**src/logic/evb_consts.svh**
```systemverilog
`ifndef EVB_CONSTS_SVH
`define EVB_CONSTS_SVH

// subaddresses of the register slice
`define EVB_SUB_PI12 8'h57
`define EVB_SUB_PI13 8'h58
`define EVB_SUB_PI14 8'h59
`define EVB_SUB_PHASE 8'h5A
`define EVB_SUB_UGAIN 8'h5B
`define EVB_SUB_VGAIN 8'h5C
`define EVB_SUB_UCTL 8'h5D
`define EVB_SUB_VCTL 8'h5E

// field positions inside 5DH and 5EH
`define EVB_GAIN_MSB_BIT 7
`define EVB_RT_ENABLE_BIT 6
`define EVB_LEVEL_HI 5
`define EVB_LEVEL_LO 0

// reset values, none printed for this slice
`define EVB_RST_BYTE 8'h00
`define EVB_RST_LEVEL 6'h00
`define EVB_RST_GAIN 9'h000
`define EVB_RST_BIT 1'b0
`define EVB_RST_FIELD_ODD 1'b1

// program info bytes held here, sent lsb first
`define EVB_PI_BYTES 3
`define EVB_PI_BITS 24

`endif

```
**src/logic/evb_pkg.sv**
```systemverilog
package evb_pkg;
	typedef logic [7:0] evb_byte_t;
	typedef logic signed [8:0] evb_gain_t;
	typedef logic [5:0] evb_level_t;
	typedef enum logic [2:0]
	{
		EVB_SER_IDLE = 3'b001,
		EVB_SER_SHIFT = 3'b010,
		EVB_SER_DONE = 3'b100
	} evb_ser_state_t;
endpackage

```
**src/logic/evb_line_shadow.sv**
```systemverilog
`timescale 1ns/100ps
`include "evb_consts.svh"

// holds a settings word steady for a whole line; loads only at line start
module evb_line_shadow #(
	parameter int WIDTH = 8
) (
	input wire logic clk,
	input wire logic reset,
	input wire logic line_start,
	input wire logic [WIDTH-1:0] staged,
	output logic [WIDTH-1:0] active
);
	if (WIDTH < 1)
	begin : g_width_check
		$error("evb_line_shadow: WIDTH must be at least 1");
	end

	always_ff @(posedge clk)
	begin
		if (reset)
			active <= '0;
		else if (line_start)
			active <= staged;
	end
endmodule

```
**src/logic/evb_pi_serializer.sv**
```systemverilog
`timescale 1ns/100ps
`include "evb_consts.svh"

// shifts the held program info bytes out lsb first during the line 16 window
module evb_pi_serializer #(
	parameter int BITS = `EVB_PI_BITS
) (
	input wire logic clk,
	input wire logic reset,
	input wire logic insert_enable,
	input wire logic window_start,
	input wire logic bit_strobe,
	input wire logic [BITS-1:0] payload,
	output logic data_bit,
	output logic data_valid,
	output evb_pkg::evb_ser_state_t state
);
	import evb_pkg::*;

	logic [BITS-1:0] shifter;
	logic [$clog2(BITS+1)-1:0] count;

	if (BITS < 8 || BITS % 8 != 0)
	begin : g_bits_check
		$error("evb_pi_serializer: BITS must be a whole number of bytes");
	end

	always_ff @(posedge clk)
	begin
		if (reset)
		begin
			state <= EVB_SER_IDLE;
			shifter <= '0;
			count <= '0;
			data_bit <= 1'b0;
			data_valid <= 1'b0;
		end
		else
		begin
			data_valid <= 1'b0;
			case (state)
				EVB_SER_IDLE:
				begin
					// payload is snapshotted so a write during the line cannot tear it
					if (window_start && insert_enable)
					begin
						shifter <= payload;
						count <= '0;
						state <= EVB_SER_SHIFT;
					end
				end
				EVB_SER_SHIFT:
				begin
					if (bit_strobe)
					begin
						data_bit <= shifter[0];
						data_valid <= 1'b1;
						shifter <= shifter >> 1;
						count <= count + 1'b1;
						if (count == ($clog2(BITS+1))'(BITS - 1))
							state <= EVB_SER_DONE;
					end
				end
				EVB_SER_DONE:
					state <= EVB_SER_IDLE;
				default:
					state <= EVB_SER_IDLE;
			endcase
		end
	end
endmodule

```
**src/logic/evb_regs.sv**
```systemverilog
`timescale 1ns/100ps
`include "evb_consts.svh"

module evb_regs (
	input wire logic clk,
	input wire logic reset,
	input wire logic reg_wr_en,
	input wire logic reg_rd_en,
	input wire logic [7:0] reg_subaddr,
	input wire logic [7:0] reg_wr_data,
	output evb_pkg::evb_byte_t reg_rd_data,
	output logic reg_rd_valid,
	output logic reg_hit,
	input wire logic program_info_insert_enable,
	input wire logic line_start,
	input wire logic field_start,
	input wire logic pi_window_start,
	input wire logic pi_bit_strobe,
	input wire logic real_time_control_input_field_valid,
	input wire logic real_time_control_input_field_odd,
	input wire logic real_time_control_input_phase_reset,
	output evb_pkg::evb_byte_t subcarrier_phase_out,
	output evb_pkg::evb_gain_t u_chroma_gain_out,
	output evb_pkg::evb_gain_t v_chroma_gain_out,
	output evb_pkg::evb_level_t black_level_out,
	output evb_pkg::evb_level_t blanking_level_out,
	output logic field_odd,
	output logic subcarrier_phase_reset,
	output logic pi_data_bit,
	output logic pi_data_valid
);
	import evb_pkg::*;

	evb_byte_t program_info_byte_12;
	evb_byte_t program_info_byte_13;
	evb_byte_t program_info_byte_14;
	evb_byte_t subcarrier_phase;
	evb_byte_t u_chroma_gain;
	evb_byte_t v_chroma_gain;
	logic u_chroma_gain_msb;
	logic v_chroma_gain_msb;
	logic rt_field_bit_enable;
	logic rt_phase_reset_enable;
	evb_level_t black_level;
	evb_level_t blanking_level;
	evb_gain_t u_gain_staged;
	evb_gain_t v_gain_staged;
	logic rt_field_active;

	function automatic logic slice_hit(input logic [7:0] sub);
		slice_hit = (sub >= `EVB_SUB_PI12) && (sub <= `EVB_SUB_VCTL);
	endfunction

	// one write strobe per subaddress
	function automatic logic write_at(
		input logic en,
		input logic [7:0] sub,
		input logic [7:0] target
	);
		write_at = en && (sub == target);
	endfunction

	// both control bytes share one layout: gain msb, real-time enable, 6-bit level
	function automatic evb_byte_t pack_ctl(
		input logic gain_msb,
		input logic rt_enable,
		input evb_level_t level
	);
		pack_ctl = {gain_msb, rt_enable, level};
	endfunction

	// the msb from the control byte is the sign of a two's complement gain
	function automatic evb_gain_t join_gain(input logic msb, input evb_byte_t low);
		join_gain = evb_gain_t'({msb, low});
	endfunction

	assign reg_hit = slice_hit(reg_subaddr);

	// program info bytes feed the read back and the serializer, which snapshots them at window start
	always_ff @(posedge clk)
	begin
		if (reset)
		begin
			program_info_byte_12 <= `EVB_RST_BYTE;
			program_info_byte_13 <= `EVB_RST_BYTE;
			program_info_byte_14 <= `EVB_RST_BYTE;
		end
		else
		begin
			if (write_at(reg_wr_en, reg_subaddr, `EVB_SUB_PI12))
				program_info_byte_12 <= reg_wr_data;
			if (write_at(reg_wr_en, reg_subaddr, `EVB_SUB_PI13))
				program_info_byte_13 <= reg_wr_data;
			if (write_at(reg_wr_en, reg_subaddr, `EVB_SUB_PI14))
				program_info_byte_14 <= reg_wr_data;
		end
	end

	always_ff @(posedge clk)
	begin
		if (reset)
			subcarrier_phase <= `EVB_RST_BYTE;
		else if (write_at(reg_wr_en, reg_subaddr, `EVB_SUB_PHASE))
			subcarrier_phase <= reg_wr_data;
	end

	// gain low bytes and their msbs live at different subaddresses
	always_ff @(posedge clk)
	begin
		if (reset)
		begin
			u_chroma_gain <= `EVB_RST_BYTE;
			u_chroma_gain_msb <= `EVB_RST_BIT;
		end
		else
		begin
			if (write_at(reg_wr_en, reg_subaddr, `EVB_SUB_UGAIN))
				u_chroma_gain <= reg_wr_data;
			if (write_at(reg_wr_en, reg_subaddr, `EVB_SUB_UCTL))
				u_chroma_gain_msb <= reg_wr_data[`EVB_GAIN_MSB_BIT];
		end
	end

	always_ff @(posedge clk)
	begin
		if (reset)
		begin
			v_chroma_gain <= `EVB_RST_BYTE;
			v_chroma_gain_msb <= `EVB_RST_BIT;
		end
		else
		begin
			if (write_at(reg_wr_en, reg_subaddr, `EVB_SUB_VGAIN))
				v_chroma_gain <= reg_wr_data;
			if (write_at(reg_wr_en, reg_subaddr, `EVB_SUB_VCTL))
				v_chroma_gain_msb <= reg_wr_data[`EVB_GAIN_MSB_BIT];
		end
	end

	// real-time control enables share their bytes with the gain msbs and levels
	always_ff @(posedge clk)
	begin
		if (reset)
		begin
			rt_field_bit_enable <= `EVB_RST_BIT;
			rt_phase_reset_enable <= `EVB_RST_BIT;
		end
		else
		begin
			if (write_at(reg_wr_en, reg_subaddr, `EVB_SUB_UCTL))
				rt_field_bit_enable <= reg_wr_data[`EVB_RT_ENABLE_BIT];
			if (write_at(reg_wr_en, reg_subaddr, `EVB_SUB_VCTL))
				rt_phase_reset_enable <= reg_wr_data[`EVB_RT_ENABLE_BIT];
		end
	end

	always_ff @(posedge clk)
	begin
		if (reset)
		begin
			black_level <= `EVB_RST_LEVEL;
			blanking_level <= `EVB_RST_LEVEL;
		end
		else
		begin
			if (write_at(reg_wr_en, reg_subaddr, `EVB_SUB_UCTL))
				black_level <= reg_wr_data[`EVB_LEVEL_HI:`EVB_LEVEL_LO];
			if (write_at(reg_wr_en, reg_subaddr, `EVB_SUB_VCTL))
				blanking_level <= reg_wr_data[`EVB_LEVEL_HI:`EVB_LEVEL_LO];
		end
	end

	// read back of the stored bytes; unmapped subaddresses read zero
	always_ff @(posedge clk)
	begin
		if (reset)
		begin
			reg_rd_data <= `EVB_RST_BYTE;
			reg_rd_valid <= 1'b0;
		end
		else
		begin
			reg_rd_valid <= reg_rd_en;
			if (reg_rd_en)
			begin
				case (reg_subaddr)
					`EVB_SUB_PI12: reg_rd_data <= program_info_byte_12;
					`EVB_SUB_PI13: reg_rd_data <= program_info_byte_13;
					`EVB_SUB_PI14: reg_rd_data <= program_info_byte_14;
					`EVB_SUB_PHASE: reg_rd_data <= subcarrier_phase;
					`EVB_SUB_UGAIN: reg_rd_data <= u_chroma_gain;
					`EVB_SUB_VGAIN: reg_rd_data <= v_chroma_gain;
					`EVB_SUB_UCTL:
						reg_rd_data <= pack_ctl(u_chroma_gain_msb, rt_field_bit_enable, black_level);
					`EVB_SUB_VCTL:
						reg_rd_data <= pack_ctl(v_chroma_gain_msb, rt_phase_reset_enable, blanking_level);
					default: reg_rd_data <= 8'h00;
				endcase
			end
		end
	end

	assign u_gain_staged = join_gain(u_chroma_gain_msb, u_chroma_gain);
	assign v_gain_staged = join_gain(v_chroma_gain_msb, v_chroma_gain);

	// one shadow per setting keeps a write mid-line from bending one line's colour
	evb_line_shadow #(
		.WIDTH($bits(evb_byte_t))
	) u_phase_shadow (
		.clk(clk),
		.reset(reset),
		.line_start(line_start),
		.staged(subcarrier_phase),
		.active(subcarrier_phase_out)
	);

	evb_line_shadow #(
		.WIDTH($bits(evb_gain_t))
	) u_u_gain_shadow (
		.clk(clk),
		.reset(reset),
		.line_start(line_start),
		.staged(u_gain_staged),
		.active(u_chroma_gain_out)
	);

	evb_line_shadow #(
		.WIDTH($bits(evb_gain_t))
	) u_v_gain_shadow (
		.clk(clk),
		.reset(reset),
		.line_start(line_start),
		.staged(v_gain_staged),
		.active(v_chroma_gain_out)
	);

	evb_line_shadow #(
		.WIDTH($bits(evb_level_t))
	) u_black_shadow (
		.clk(clk),
		.reset(reset),
		.line_start(line_start),
		.staged(black_level),
		.active(black_level_out)
	);

	evb_line_shadow #(
		.WIDTH($bits(evb_level_t))
	) u_blank_shadow (
		.clk(clk),
		.reset(reset),
		.line_start(line_start),
		.staged(blanking_level),
		.active(blanking_level_out)
	);

	// enable follows the line boundary like the values it qualifies
	always_ff @(posedge clk)
	begin
		if (reset)
			rt_field_active <= 1'b0;
		else if (line_start)
			rt_field_active <= rt_field_bit_enable;
	end

	// odd/even: free running toggle unless the real-time control bit is honoured
	always_ff @(posedge clk)
	begin
		if (reset)
			field_odd <= `EVB_RST_FIELD_ODD;
		else if (rt_field_active && real_time_control_input_field_valid)
			field_odd <= real_time_control_input_field_odd;
		else if (field_start)
			field_odd <= ~field_odd;
	end

	// phase reset is an event, so it is not held back to the line boundary
	always_ff @(posedge clk)
	begin
		if (reset)
			subcarrier_phase_reset <= 1'b0;
		else
			subcarrier_phase_reset <= real_time_control_input_phase_reset && rt_phase_reset_enable;
	end

	evb_pi_serializer #(
		.BITS(`EVB_PI_BITS)
	) u_pi_ser (
		.clk(clk),
		.reset(reset),
		.insert_enable(program_info_insert_enable),
		.window_start(pi_window_start),
		.bit_strobe(pi_bit_strobe),
		.payload({program_info_byte_14, program_info_byte_13, program_info_byte_12}),
		.data_bit(pi_data_bit),
		.data_valid(pi_data_valid),
		.state()
	);
endmodule

```
**config.mk**
```make
export PLATFORM = sky130hd
export DESIGN_NAME = evb_regs
export DESIGN_NICKNAME = d
export VERILOG_FILES = /design/src/logic/evb_pkg.sv /design/src/logic/evb_line_shadow.sv /design/src/logic/evb_pi_serializer.sv /design/src/logic/evb_regs.sv
export VERILOG_INCLUDE_DIRS = /design/src /design/src/logic
export SDC_FILE = /design/constraint.sdc
export NUM_CORES = 1
export LEC_CHECK = 0
export ABC_AREA = 1
export BUFFER_PORTS_ARGS = -buffer_cell sky130_fd_sc_hd__buf_2
export CORE_UTILIZATION = 55
export CTS_BUF_LIST = sky130_fd_sc_hd__clkbuf_4 sky130_fd_sc_hd__clkbuf_8 sky130_fd_sc_hd__clkbuf_16
export DETAILED_ROUTE_END_ITERATION = 8
export PLACE_DENSITY = 0.76
export SLEW_MARGIN = 40
export SYNTH_ARGS = -nofsm -noshare
export SYNTH_HDL_FRONTEND = slang
export SYNTH_SLANG_ARGS = --single-unit
```
**constraint.sdc**
```tcl
create_clock -name clk -period 2.6 [get_ports clk]
set_clock_uncertainty 0.1 [all_clocks]
set_input_delay 0.39 -clock clk [delete_from_list [all_inputs] [get_ports clk]]
set_output_delay 0.39 -clock clk [all_outputs]
set_load 0.02 [all_outputs]
```
==> metrics.md <==
| Metric | Value |
|---|---|
| Cells along the critical path | `buf_2, inv_2, nand2_2, nor2_8, nand2_1, nand4_1, or2_2, buf_2` |
| PortBufs | `79` |
| Slew headroom | `0.645` |
| Clk Latency, worst-skew pair | `about 420 ps` |
| Crit path DAT | `1540 ps` |
| Total vias in the final route | `slightly below 6000` |
| Endpoint class of the critical path | `output pin` |
| Maximum clock insertion buffer count | `2` |
| Clock sinks | `148` |
| Worst R2R Start | `u_pi_ser.state[1]$_SDFFE_PP0P_` |
| Final Hold Vio Count | `0` |
| Syn_nets | `861` |
| Setup bufs post-CTS | `0` |
| Final Instance Count excl. Fillers | `about 1000` |
| Setup_tns | `0 ps` |
| Root Buffer | `clkbuf_16` |
| Main flop type after synthesis | `dfxtp_1` |
| Total CTS buffers | `17` |
| Num rows | `38` |
| Post-Synthesis Cells | `832` |
| Die height | `109 microns` |
| Post-route ant nets | `0` |
| DRT Pass-1 Iters | `5` |
| Seq cells post-synth | `148` |
| Reg power frac | `0.402` |
| Internal | `4.51 mW` |
| CP max-delay cell | `nor2_8` |
| Number of synthesized flops with an enable pin | `0` |
| CP most frequent cell | `buf_2` |
| Total of max-cap violations | `0` |
| Largest net degree at the start of global routing | `81` |
| Mean Syn Cell Area | `7.61 sq um` |
| Met3 Resource Use GR | `0.0670` |
| CP Depth | `8` |
| Total congestion overflow | `0` |
| DRC Markers | `0` |
| Status | `completed` |
| Worst-Margin Slew | `between 500 and 600 ps` |
| M2 GR Usage | `0.469` |
| Synth top area share | `0.468` |
| Gpl congestion | `0.898` |
| Dpl cells | `1010` |
| PwrDens | `~840 mW/mm^2` |
| Psw | `approximately 1.6 mW` |
| FF-to-FF End | `u_pi_ser.shifter[11]$_SDFFE_PP0P_` |
| Fin crit share | `0.780` |
| Time the worst path needs with I/O delays and setup | `around 2000 ps` |
| Drt via density | `5.53` |
| CP startpoint kind | `primary input` |
| Met1 Track Usage GR | `0.346` |
| HP Class | `in2reg` |
| # H-tree levels | `4` |
| Cts repair resizes | `0` |
| Worst setup endpoint | `reg_hit` |
| FF-to-FF path depth | `10` |
| Synth area leader | `dfxtp_1` |
| Post-synthesis sequential area ratio | `0.468` |
| Share of flip-flops with an asynchronous set or reset | `0` |
| Final setup viols | `0` |
| Detailed Route Iter0 Violations | `roughly 480` |
| FMAX | `slightly below 500 MHz` |
| Total track usage | `0.284` |
| Hold Buf Count CTS | `0` |
| Max incr delay on CP | `350 ps` |
| Die width | `109 microns` |
| Comb pwr share | `0.150` |
| Worst-path fanout max | `25` |
| Starting density of the core | `0.574` |
| Fin. max-slew vios | `0` |
| Clock power frac | `0.449` |
| CORE AREA | `0.0110 sq mm` |
| Nets | `918` |
| CTS tree | `yes` |
| Ports | `80` |
| Detail Placement HPWL | `around 11000 microns` |
| Sw frac | `0.268` |
| Buf/Inv on CP | `3` |
| Yosys Warn Count | `0` |
| Total Wirelength | `16100 microns` |
| Antenna violations before repair | `0` |
| GRT Max-Usage Layer | `met2` |
| Ranking of synthesized cells by area | `dfxtp_1 (47%), o21ai_0 (7.3%), a21oi_1 (7.0%)` |
| Mapped Area | `0.00633 sq mm` |
| Crit path from | `reg_subaddr[7]` |
| CP required | `around 2100 ps` |
| First-pass GRT wire length | `approximately 26000 microns` |
| Share of layout cells above drive strength 1 | `0.196` |
| Ant. Diodes | `0` |
| Wirelength per Cell | `15.5 microns` |
| Maximum VDD drop | `around 840 uV` |
| Synth unique cells | `27` |
| Worst-path clk slew | `60 ps` |
| Lkg Pwr | `3.26 nW` |
| CP delay by family, top | `simple AND/OR/NAND/NOR gates` |
| Reg2Reg Setup Slack | `690 ps` |
| Die Area | `0.0120 sq mm` |
| Crit Path Class | `in2out` |
| Number of global-route vias before repair | `5321` |
| RSZ-0062 raised after global routing | `no` |
| Area Overhead vs Synth | `16.1%` |
-- cells in the mapped netlist (4+ instances only) --
cell type	count
a21oi_1	89
a21oi_2	12
buf_2	13
buf_4	4
buf_6	11
clkbuf_1	22
dfxtp_1	148
inv_1	39
inv_2	11
nand2_1	118
nand2_2	9
nand2_4	4
nand3_1	77
nor2_1	105
nor2_4	11
nor2_8	4
o21ai_0	93
o21ai_1	50
-- flip-flops by register name, summed over array words and instances, names as in the netlist, 6 cells and up --
signal	flops
u_pi_ser.shifter	24
u_u_gain_shadow.active	9
u_v_gain_shadow.active	9
program_info_byte_12	8
program_info_byte_13	8
program_info_byte_14	8
reg_rd_data	8
subcarrier_phase	8
u_chroma_gain	8
u_phase_shadow.active	8
v_chroma_gain	8
black_level	6
blanking_level	6
u_black_shadow.active	6
u_blank_shadow.active	6
-- final cells by class --
cell class | count | area, sq um
Clock buffer | 18 | 439
Clock inverter | 14 | 233
Fill cell | 964 | 3670
Inverter | 51 | 191
Multi-Input combinational cell | 583 | 2880
Sequential cell | 148 | 2960
Tap cell | 140 | 175
Timing Repair Buffer | 88 | 475
-- worst min-delay path, stage by stage --
cell	delay, ps
buf_2	80
o22ai_1	70
nand2_1	50
-- logic make-up (layout without fill, tap and decap cells) --
| group | count (synthesis) | count (layout) | synth area share |
|---|---|---|---|
| buffers and inverters | 101 | 171 | 0.0778 |
| DFF | 148 | 148 | 0.468 |
| and+or+nand+nor | 336 | 336 | 0.250 |
| AOI/OAI and AO/OA | 246 | 246 | 0.202 |
| adders and majority gates | 1 | 1 | 0.00197 |
-- worst min-delay path by stage --
stage | cells past startpoint | end | start
CTS | 3 | field_odd$_SDFFE_PP1P_ | real_time_control_input_field_odd
global route | 3 | field_odd$_SDFFE_PP1P_ | real_time_control_input_field_odd
finish | 3 | field_odd$_SDFFE_PP1P_ | real_time_control_input_field_odd
floorplan | 2 | subcarrier_phase_reset$_SDFF_PP0_ | rt_phase_reset_enable$_SDFFE_PP0P_
global placement | 2 | u_pi_ser.shifter[18]$_SDFFE_PP0P_ | u_pi_ser.shifter[18]$_SDFFE_PP0P_
detailed placement | 2 | u_pi_ser.shifter[22]$_SDFFE_PP0P_ | u_pi_ser.shifter[22]$_SDFFE_PP0P_
-- power by group through the flow --
| stage | clock network, mW | logic, mW | registers, mW |
|---|---|---|---|
| global placement | 0 | 0.879 | 2.52 |
| CTS | 2.78 | 0.919 | 2.47 |
| detailed placement | 0 | 0.914 | 2.52 |
| floorplan | 0 | 0.702 | 2.55 |
| finish | 2.76 | 0.921 | 2.47 |
| global route | 2.88 | 1.05 | 2.49 |
-- per-stage QoR --
step,worst slack (ps),util,power (mW),instance area [sq um],hold WS [ps]
after CTS,575,0.667,6.17,7360,93.8
after global placement,634,0.606,3.40,6680,338
after detailed placement,575,0.606,3.44,6680,346
after floorplan,878,-,3.25,6330,323
after global routing,473,0.667,6.42,7360,103
final,571,0.667,6.15,7360,101
-- metal layers --
| layer | part of all wire | vias up | wire, microns |
|---|---|---|---|
| li1 | - | 2886 | - |
| met1 | 0.43 | 2634 | 6890 |
| met2 | 0.47 | 212 | 7620 |
| met3 | 0.068 | 34 | 1100 |
| met4 | 0.032 | 0 | 524 |
| met5 | 0 | - | 0 |
-- placed cells by master (no fill, tap or decap), types with 2 or more instances in the layout --
cell type	instances
buf_4	8
buf_2	79
nor2_1	105
clkinv_2	4
a21oi_2	12
bufinv_16	6
nand2_1	118
nor2_2	2
o21ai_0	93
dfxtp_1	148
nand2_2	9
nand3_1	77
o21ai_1	50
nand4_1	2
nand2_4	4
clkinv_4	2
nor2_4	11
clkbuf_16	17
nor3_1	2
inv_2	12
nor2_8	4
clkinvlp_4	2
inv_1	38
a21oi_1	89
(Power assumes the default switching activity.)
